==> config.mk <==
export PLATFORM = sky130hd
export DESIGN_NAME = keypad_pin_interrupt
export DESIGN_NICKNAME = d
export VERILOG_FILES = /design/src/keypad_pin_interrupt_pkg.sv /design/src/keypad_pin_sync.sv /design/src/keypad_pin_detect.sv /design/src/keypad_pin_interrupt.sv
export SDC_FILE = /design/constraint.sdc
export NUM_CORES = 1
export LEC_CHECK = 0
export BUFFER_PORTS_ARGS = -buffer_cell sky130_fd_sc_hd__buf_2
export CAP_MARGIN = 15
export CORE_UTILIZATION = 48
export DETAILED_ROUTE_END_ITERATION = 8
export PLACE_DENSITY = 0.79
export SLEW_MARGIN = 20
export SYNTH_ARGS = -nofsm -noshare
export SYNTH_HDL_FRONTEND = slang
export SYNTH_SLANG_ARGS = --single-unit
==> constraint.sdc <==
create_clock -name pclk -period 2.5 [get_ports pclk]
set_clock_uncertainty 0.15 [all_clocks]
set_input_delay 0.5 -clock pclk [delete_from_list [all_inputs] [get_ports pclk]]
set_output_delay 0.5 -clock pclk [all_outputs]
set_load 0.01 [all_outputs]
==> src/keypad_pin_interrupt_pkg.sv <==
// constants and types shared by the keypad pin interrupt block
package keypad_pin_interrupt_pkg;

  // ****************************************************************
  // widths
  // ****************************************************************
  localparam int PIN_COUNT = 8;
  localparam int ADDR_WIDTH = 12;
  localparam int DATA_WIDTH = 32;
  localparam int REG_WIDTH = 8;

  // ****************************************************************
  // register byte offsets
  // ****************************************************************
  localparam logic [11:0] STATUS_CONTROL_OFFSET = 12'h000;
  localparam logic [11:0] PIN_ENABLE_OFFSET = 12'h004;
  localparam logic [11:0] POLARITY_SELECT_OFFSET = 12'h008;

  // ****************************************************************
  // status and control field positions
  // ****************************************************************
  localparam int DETECTION_MODE_BIT = 0;
  localparam int REQUEST_ENABLE_BIT = 1;
  localparam int FLAG_ACKNOWLEDGE_BIT = 2;
  localparam int DETECT_FLAG_BIT = 3;

  // ****************************************************************
  // reset values
  // ****************************************************************
  localparam logic [7:0] PIN_ENABLE_RESET = 8'h00;
  localparam logic [7:0] POLARITY_SELECT_RESET = 8'h00;
  localparam logic DETECTION_MODE_RESET = 1'b0;
  localparam logic REQUEST_ENABLE_RESET = 1'b0;
  localparam logic DETECT_FLAG_RESET = 1'b0;

  // ****************************************************************
  // register selector
  // ****************************************************************
  typedef enum logic [1:0] {
    SEL_NONE,
    SEL_STATUS_CONTROL,
    SEL_PIN_ENABLE,
    SEL_POLARITY_SELECT
  } reg_sel_t;

endpackage

==> src/keypad_pin_sync.sv <==
// two flip-flop synchroniser for the keypad input pins
`timescale 1ns/10ps
`default_nettype none

module keypad_pin_sync (
  // clock and reset
  input wire logic pclk,
  input wire logic presetn,
  // raw pins and synchronised copy
  input wire logic [keypad_pin_interrupt_pkg::PIN_COUNT-1:0] pin_async,
  output logic [keypad_pin_interrupt_pkg::PIN_COUNT-1:0] pin_sync
);
  import keypad_pin_interrupt_pkg::*;

  logic [PIN_COUNT-1:0] stage1_q;
  logic [PIN_COUNT-1:0] stage2_q;

  // ****************************************************************
  // two stages for all pins
  // ****************************************************************
  // first stage feeds only the second stage
  always_ff @(posedge pclk or negedge presetn) begin
    if (!presetn) begin
      stage1_q <= '0;
      stage2_q <= '0;
    end else begin
      stage1_q <= pin_async;
      stage2_q <= stage1_q;
    end
  end

  assign pin_sync = stage2_q;

endmodule

`default_nettype wire

==> src/keypad_pin_detect.sv <==
// per-pin assertion and shared edge/level detection for the keypad block
`timescale 1ns/10ps
`default_nettype none

module keypad_pin_detect (
  // clock and reset
  input wire logic pclk,
  input wire logic presetn,
  // synchronous return to reset state
  input wire logic soft_clear,
  // synchronised pins and configuration
  input wire logic [keypad_pin_interrupt_pkg::PIN_COUNT-1:0] pin_sync,
  input wire logic [keypad_pin_interrupt_pkg::PIN_COUNT-1:0] pin_enable,
  input wire logic [keypad_pin_interrupt_pkg::PIN_COUNT-1:0] pin_polarity,
  input wire logic detection_mode,
  // results
  output logic detect_event,
  output logic any_asserted
);
  import keypad_pin_interrupt_pkg::*;

  logic [PIN_COUNT-1:0] asserted;
  logic [PIN_COUNT-1:0] asserted_prev_q;
  logic armed_q;
  logic edge_seen;

  // ****************************************************************
  // assertion per pin
  // ****************************************************************
  // enable and polarity
  assign asserted = pin_enable & ~(pin_sync ^ pin_polarity);
  assign any_asserted = |asserted;

  assign edge_seen = |(asserted & ~asserted_prev_q);

  assign detect_event = (armed_q & edge_seen) | (detection_mode & any_asserted);

  // previous-cycle view of each pin
  always_ff @(posedge pclk or negedge presetn) begin
    if (!presetn) begin
      asserted_prev_q <= '0;
    end else if (soft_clear) begin
      asserted_prev_q <= '0;
    end else begin
      asserted_prev_q <= asserted;
    end
  end

  // ****************************************************************
  // rearm after all pins release
  // ****************************************************************
  // wait for full release
  always_ff @(posedge pclk or negedge presetn) begin
    if (!presetn) begin
      armed_q <= 1'b0;
    end else if (soft_clear) begin
      armed_q <= 1'b0;
    end else if (!any_asserted) begin
      armed_q <= 1'b1;
    end else if (edge_seen) begin
      armed_q <= 1'b0;
    end
  end

endmodule

`default_nettype wire

==> src/keypad_pin_interrupt.sv <==
// keypad pin interrupt block with APB register access
// ****************************************************************
// ****************************************************************
`timescale 1ns/10ps
`default_nettype none

module keypad_pin_interrupt (
  // clock and reset
  input wire logic pclk,
  input wire logic presetn,
  // apb slave
  input wire logic psel,
  input wire logic penable,
  input wire logic pwrite,
  input wire logic [keypad_pin_interrupt_pkg::ADDR_WIDTH-1:0] paddr,
  input wire logic [keypad_pin_interrupt_pkg::DATA_WIDTH-1:0] pwdata,
  output logic [keypad_pin_interrupt_pkg::DATA_WIDTH-1:0] prdata,
  output logic pready,
  output logic pslverr,
  // keypad pins
  input wire logic [keypad_pin_interrupt_pkg::PIN_COUNT-1:0] interrupt_input_pin,
  // power mode controls
  input wire logic light_stop,
  input wire logic deep_stop,
  // cpu request and wakeup
  output logic irq,
  output logic wake_request
);
  import keypad_pin_interrupt_pkg::*;

  // ****************************************************************
  // declarations
  // ****************************************************************
  logic [PIN_COUNT-1:0] pin_enable_bit_q;
  logic [PIN_COUNT-1:0] pin_polarity_bit_q;
  logic detection_mode_q;
  logic request_enable_q;
  logic detect_flag_q;
  logic [DATA_WIDTH-1:0] prdata_q;
  logic [PIN_COUNT-1:0] pin_sync;
  logic detect_event;
  logic any_asserted;
  logic setup_phase;
  logic write_access;
  reg_sel_t sel;
  logic ack_write;
  logic flag_clear;
  logic [PIN_COUNT-1:0] raw_asserted;
  logic raw_any;
  // next values of the registers
  logic [PIN_COUNT-1:0] pin_enable_bit_d;
  logic [PIN_COUNT-1:0] pin_polarity_bit_d;
  logic detection_mode_d;
  logic request_enable_d;
  logic detect_flag_d;
  logic [DATA_WIDTH-1:0] prdata_d;
  // per-register write strobes
  logic wr_status_control;
  logic wr_pin_enable;
  logic wr_polarity_select;
  // power mode terms
  logic hold_in_reset;
  logic light_stop_wake;

  // ****************************************************************
  // address decode
  // ****************************************************************
  function automatic reg_sel_t decode(input logic [ADDR_WIDTH-1:0] addr);
    reg_sel_t result;
    result = SEL_NONE;
    case (addr)
      STATUS_CONTROL_OFFSET: result = SEL_STATUS_CONTROL;
      PIN_ENABLE_OFFSET: result = SEL_PIN_ENABLE;
      POLARITY_SELECT_OFFSET: result = SEL_POLARITY_SELECT;
      default: result = SEL_NONE;
    endcase
    return result;
  endfunction

  // bus phases, zero wait states
  assign sel = decode(paddr);
  assign setup_phase = psel & ~penable;
  assign write_access = psel & penable & pwrite;
  assign pready = 1'b1;
  // error on unmapped offsets
  assign pslverr = psel & penable & (sel == SEL_NONE);

  // ****************************************************************
  // per-register write strobes
  // ****************************************************************
  // one strobe per register, access phase only
  assign wr_status_control = write_access & (sel == SEL_STATUS_CONTROL);
  assign wr_pin_enable = write_access & (sel == SEL_PIN_ENABLE);
  assign wr_polarity_select = write_access & (sel == SEL_POLARITY_SELECT);

  // ****************************************************************
  // power modes
  // ****************************************************************
  // deep stop holds every register except the synchroniser and read data at reset
  assign hold_in_reset = deep_stop;

  // ****************************************************************
  // input synchroniser and detector
  // ****************************************************************
  // two flip-flops on every pin
  keypad_pin_sync u_sync (
    .pclk(pclk),
    .presetn(presetn),
    .pin_async(interrupt_input_pin),
    .pin_sync(pin_sync)
  );

  keypad_pin_detect u_detect (
    .pclk(pclk),
    .presetn(presetn),
    .soft_clear(hold_in_reset),
    .pin_sync(pin_sync),
    .pin_enable(pin_enable_bit_q),
    .pin_polarity(pin_polarity_bit_q),
    .detection_mode(detection_mode_q),
    .detect_event(detect_event),
    .any_asserted(any_asserted)
  );

  // ****************************************************************
  // pin enable register
  // ****************************************************************
  // next pin enables
  always_comb begin
    pin_enable_bit_d = pin_enable_bit_q;
    if (hold_in_reset) begin
      pin_enable_bit_d = PIN_ENABLE_RESET;
    end else if (wr_pin_enable) begin
      pin_enable_bit_d = pwdata[PIN_COUNT-1:0];
    end
  end

  always_ff @(posedge pclk or negedge presetn) begin
    if (!presetn) begin
      pin_enable_bit_q <= PIN_ENABLE_RESET;
    end else begin
      pin_enable_bit_q <= pin_enable_bit_d;
    end
  end

  // ****************************************************************
  // polarity select register
  // ****************************************************************
  // next polarity selects
  always_comb begin
    pin_polarity_bit_d = pin_polarity_bit_q;
    if (hold_in_reset) begin
      pin_polarity_bit_d = POLARITY_SELECT_RESET;
    end else if (wr_polarity_select) begin
      pin_polarity_bit_d = pwdata[PIN_COUNT-1:0];
    end
  end

  always_ff @(posedge pclk or negedge presetn) begin
    if (!presetn) begin
      pin_polarity_bit_q <= POLARITY_SELECT_RESET;
    end else begin
      pin_polarity_bit_q <= pin_polarity_bit_d;
    end
  end

  // ****************************************************************
  // detection mode bit
  // ****************************************************************
  // next detection mode
  always_comb begin
    detection_mode_d = detection_mode_q;
    if (hold_in_reset) begin
      detection_mode_d = DETECTION_MODE_RESET;
    end else if (wr_status_control) begin
      detection_mode_d = pwdata[DETECTION_MODE_BIT];
    end
  end

  always_ff @(posedge pclk or negedge presetn) begin
    if (!presetn) begin
      detection_mode_q <= DETECTION_MODE_RESET;
    end else begin
      detection_mode_q <= detection_mode_d;
    end
  end

  // ****************************************************************
  // request enable bit
  // ****************************************************************
  // next request enable
  always_comb begin
    request_enable_d = request_enable_q;
    if (hold_in_reset) begin
      request_enable_d = REQUEST_ENABLE_RESET;
    end else if (wr_status_control) begin
      request_enable_d = pwdata[REQUEST_ENABLE_BIT];
    end
  end

  always_ff @(posedge pclk or negedge presetn) begin
    if (!presetn) begin
      request_enable_q <= REQUEST_ENABLE_RESET;
    end else begin
      request_enable_q <= request_enable_d;
    end
  end

  // ****************************************************************
  // shared detection flag
  // ****************************************************************
  // acknowledge write
  assign ack_write = wr_status_control & pwdata[FLAG_ACKNOWLEDGE_BIT];
  assign flag_clear = ack_write & (~detection_mode_q | ~any_asserted);

  always_comb begin
    detect_flag_d = detect_flag_q;
    if (hold_in_reset) begin
      detect_flag_d = DETECT_FLAG_RESET;
    end else if (detect_event) begin
      detect_flag_d = 1'b1;
    end else if (flag_clear) begin
      detect_flag_d = 1'b0;
    end
  end

  always_ff @(posedge pclk or negedge presetn) begin
    if (!presetn) begin
      detect_flag_q <= DETECT_FLAG_RESET;
    end else begin
      detect_flag_q <= detect_flag_d;
    end
  end

  // ****************************************************************
  // cpu request and wakeup
  // ****************************************************************
  // gated request
  assign irq = detect_flag_q & request_enable_q;

  // clockless path for light stop, no synchroniser on purpose
  assign raw_asserted = pin_enable_bit_q & ~(interrupt_input_pin ^ pin_polarity_bit_q);
  assign raw_any = |raw_asserted;
  assign light_stop_wake = light_stop & request_enable_q & raw_any;
  // wake through the request in wait
  assign wake_request = irq | light_stop_wake;

  // ****************************************************************
  // read data
  // ****************************************************************
  // upper bits zero, acknowledge reads zero
  always_comb begin
    prdata_d = prdata_q;
    if (setup_phase) begin
      prdata_d = '0;
      case (sel)
        SEL_STATUS_CONTROL: begin
          prdata_d[DETECT_FLAG_BIT] = detect_flag_q;
          prdata_d[REQUEST_ENABLE_BIT] = request_enable_q;
          prdata_d[DETECTION_MODE_BIT] = detection_mode_q;
        end
        SEL_PIN_ENABLE: prdata_d[PIN_COUNT-1:0] = pin_enable_bit_q;
        SEL_POLARITY_SELECT: prdata_d[PIN_COUNT-1:0] = pin_polarity_bit_q;
        default: ;
      endcase
    end
  end

  // read data held from the setup edge
  always_ff @(posedge pclk or negedge presetn) begin
    if (!presetn) begin
      prdata_q <= '0;
    end else begin
      prdata_q <= prdata_d;
    end
  end

  assign prdata = prdata_q;

endmodule

`default_nettype wire

# Word-level counts from Yosys, hierarchy flattened
# Cells that the tools add are included.
# word_totals
output_inout_bits,36
register_bits,52
# op_classes
bitwise,28
eq_ne,6
reduce_logical,9
mux,20
# ops
operator,count
8-bit 2-to-1 mux,5
8-bit bitwise AND,3
8-bit NOT,3
8-bit OR reduction,3
8-bit bitwise XOR,2
1-bit bitwise AND,14
12-bit by 3-bit == test with 1-bit output (second input constant),1
12-bit by 4-bit == test with 1-bit output (second input constant),1
12-bit zero test,1
2-bit case mux with 3 select lines,2
1-bit 2-to-1 mux,10
4-bit case mux with 2 select lines,1
2-bit nonzero test,3
2-bit == test (second input constant),2
3-bit by 2-bit != test with 1-bit output (second input constant),1
1-bit NOT,3
1-bit bitwise OR,3
1-bit case mux with 3 select lines,1
3-bit nonzero test,1
2-bit by 1-bit == test with 1-bit output (second input constant),1
2-bit zero test,1
1-bit case mux with 2 select lines,1

# Longest topological paths before layout
# depth
ltp_word,10
mapped_depth,8
ltp_nobuf,5

# Hierarchy
# A second synthesis with hierarchy kept.
# unflattened
cells_unflattened,236
hier_area_um2,2548.7
# by_module_without_submodules
mod,area_per_inst_um2,cells_per_inst,n_inst
keypad_pin_interrupt,1696.6,172,1
keypad_pin_detect,451.7,48,1
keypad_pin_sync,400.4,16,1

# Least setup slack after synthesis
# Ideal clock, no wire load.
# synth_timing
kind,input -> output
start,in paddr[9] (netlist bit)
end,out pslverr
arrival_time_ns,1.332
cell_stages,4
t_required_ns,1.850
setup_slack_ns,0.518
path_cell_list,nor4_2 -> nand3_1 -> a21o_1 -> and3_1
# synth_via
elab_chain_len,4
word_cells_on_any_way,6
# synth_rtl
element,line_no,rtl
"start, declared",keypad_pin_interrupt.sv:15,"input wire logic [keypad_pin_interrupt_pkg::ADDR_WIDTH-1:0] paddr,"
12-bit by 4-bit == test with 1-bit output (tied with other cells),keypad_pin_interrupt.sv:71,case (addr)
2-bit case mux with 3 select lines *,keypad_pin_interrupt.sv:71,
2-bit zero test *,keypad_pin_interrupt.sv:86,assign pslverr = psel & penable & (sel == SEL_NONE);
1-bit bitwise AND *,keypad_pin_interrupt.sv:86,
"end, declared",keypad_pin_interrupt.sv:19,"output logic pslverr,"
# Mark *: on every way between the ends. The rest lies on a longest branch, timed or not.

# Worst setup path after layout
# layout_timing
start,in paddr[1] (netlist bit)
end,out pslverr
# Same word-level chain as after synthesis.

==> impl_metrics.json <==
{
  "die_h_um": 73.3,
  "cts_buffers": 5,
  "critPathTopFamily": "simple AND/OR/NAND/NOR gates",
  "dp_slack_ns": 0.199,
  "ys_warn_count": 0,
  "slowest_stage": "nor4_2",
  "ys_types": 29,
  "crit_top_cell": "buf_2",
  "synth_edf_count": 0,
  "fin_cells": 343,
  "first_iter_violations": 66,
  "mostFrequentLayoutCell": "dfrtp_1",
  "cp_data_arrival_time_ns": 1.64,
  "power.leakage_uw": 0.00136,
  "synth_flop_cell": "dfrtp_1",
  "ir_drop_mv": 0.266,
  "ios": 95,
  "vias": 1698,
  "n_antenna_cell": 0,
  "post_drt_wl_per_cell_um": 13.3,
  "syn_area_per_cell_um2": 10.8,
  "netlist_area_um2": 2440,
  "path_max_fanout": 4,
  "clkTransAtPathRegs_ns": 0.09,
  "cts_sinks": 52,
  "grt_max_degree": 53,
  "finalSetupViolations": 0,
  "root_buffer": "clkbuf_8",
  "cellPowerDensity_nw_per_um2": 531,
  "cap_violations": 0,
  "status": "finished, final reports clean",
  "synth-seq-cells": 52,
  "r2r_slack_ns": 0.59,
  "end_kind": "output port",
  "core.rowCount": 25,
  "regToRegEndpoint": "detect_flag_q",
  "layout-drive-gt1-share": 0.236,
  "port-buffer-count": 45,
  "grt_pass1_wl_um": 7800,
  "hold_viol": 0,
  "postSynthCellCount": 226,
  "tns_ns": 0,
  "gp_congestion": 0.767,
  "synthArstFlopShare": 1.00,
  "crit_type": "in -> out",
  "hpwl_um": 3440,
  "min_path_type": "in -> async",
  "hold_buffers": 0,
  "fin_nets": 334,
  "critPathLaunchType": "input pin",
  "ant_nets": 0,
  "regToRegStartpoint": "pin_polarity_bit_q[4]",
  "die-area_um2": 5370,
  "grt_pass1_vias": 1588,
  "worstPathRequired_ns": 1.85,
  "grt_overflow": 0,
  "antenna_found_initial": 0,
  "clk_path_buf_depth": 2,
  "crit_chain": "buf_2 > nor4_2 > nand3_1 > a21o_1 > and3_1 > buf_2",
  "dp.cells": 335,
  "max_freq_mhz": 436,
  "r2r_cells": 5,
  "setup_ws_ns": 0.207,
  "track_usage": 0.199,
  "synth_seq_area_share": 0.534,
  "cts_tree": "built",
  "postCtsSetupBuffers": 0,
  "area.growth.synth_to_final_pct": 13.7,
  "cts_resized": 0,
  "vias_per_cell": 4.95,
  "critPathMaxStageDelay_ns": 0.33,
  "drt_wl_total_um": 4560,
  "layout_common_cells": "dfrtp_1, buf_2, nor2_1",
  "drc": 0,
  "drv_slew": 0,
  "core_um2": 4820,
  "die_w_um": 73.3,
  "place_area_um2": 2680,
  "cp.buffers_inverters": 2,
  "period_minus_slack_ns": 2.29,
  "final_cell_area_um2": 2770,
  "clock_latency_ns": 0.31,
  "drt_pass1_iterations": 4,
  "grt_setup_unrepaired": "no",
  "finalCritPeriodShare": 0.917,
  "h-tree-depth": 2,
  "start_util": 0.506
}
## final cells by class
cell class / instances / area (um^2)
clock inverter: 2 / 13.8
multi-input combinational: 162 / 988
sequential: 52 / 1300
tap: 67 / 83.8
fill: 431 / 2050
clock buffer: 6 / 82.6
inverter: 1 / 3.75
timing repair buffer: 53 / 298
## power by group
part / leakage, uW / internal [uW] / switching (uW)
registers: 0.000686 / 854 / 5.19
clock network: 0.0000516 / 227 / 277
logic: 0.000621 / 38.6 / 70.0
## state kept, by name, indices dropped and copies added, names as in the netlist
signal                    cells
request_enable_q              1
u_detect.asserted_prev_q      8
u_sync.stage1_q               8
prdata                        8
pin_enable_bit_q              8
u_sync.pin_sync               8
detect_flag_q                 1
pin_polarity_bit_q            8
u_detect.armed_q              1
detection_mode_q              1
## synthesized netlist by cell type, types with 2 or more instances
cell type / instances / area [um^2]
o31ai_1: 3 / 22.5
nand3_1: 2 / 10.0
a21oi_1: 5 / 25.0
conb_1: 2 / 7.51
o21ai_0: 5 / 25.0
o22ai_1: 3 / 18.8
and4_1: 2 / 17.5
buf_2: 4 / 20.0
xnor2_1: 16 / 140
nor2b_1: 7 / 43.8
dfrtp_1: 52 / 1300
nand4_1: 3 / 18.8
mux2i_1: 21 / 210
clkbuf_1: 4 / 15.0
buf_4: 26 / 195
nand2_1: 16 / 60.1
a22oi_1: 9 / 67.6
nor2_1: 30 / 113
nor4_2: 3 / 37.5
nand2b_1: 4 / 25.0
## layer usage
metal	track usage	vias to the layer above	share of wire
met2	0.297	57	0.48
met3	0.0494	6	0.045
met4	0.0588	0	0.011
li1	-	813	-
met1	0.288	822	0.47
met5	0	-	0
## stage by stage
stage,total power [uW],hold WS (ns),util
4_1_cts,1490,0.0180,0.575
6_report,1470,0.0125,0.575
2_1_floorplan,953,0.0544,-
3_3_place_gp,983,0.183,0.555
5_1_grt,1540,0.0337,0.575
3_5_place_dp,986,0.185,0.555
## worst register-to-register path: cells and delay by family (launching register included)
kind | cells | cell delay, ns
AOI/OAI and AO/OA | 3 | 0.64
DFF | 1 | 0.44
and+or+nand+nor | 1 | 0.41
xor gates and xnor gates | 1 | 0.16
## logic make-up after synthesis
kind of cell,synth area share
AO/OA/AOI/OAI,0.0796
XOR/XNOR,0.0575
buffers and inverters,0.0960
flip-flops,0.534
multiplexers,0.0862
other,0.00308
AND/OR/NAND/NOR,0.144
## worst max path at each step
stage                     startpoint           end  slack, ns  cells after the start
2_1_floorplan               paddr[9]       pslverr       0.52                      4
3_3_place_gp                paddr[1]       pslverr       0.23                      6
3_5_place_dp                paddr[1]       pslverr       0.20                      6
4_1_cts                     paddr[1]       pslverr       0.19                      6
5_1_grt        pin_polarity_bit_q[7]  wake_request       0.07                      6
6_report                    paddr[1]       pslverr       0.21                      6
(Power assumes the default switching activity.)
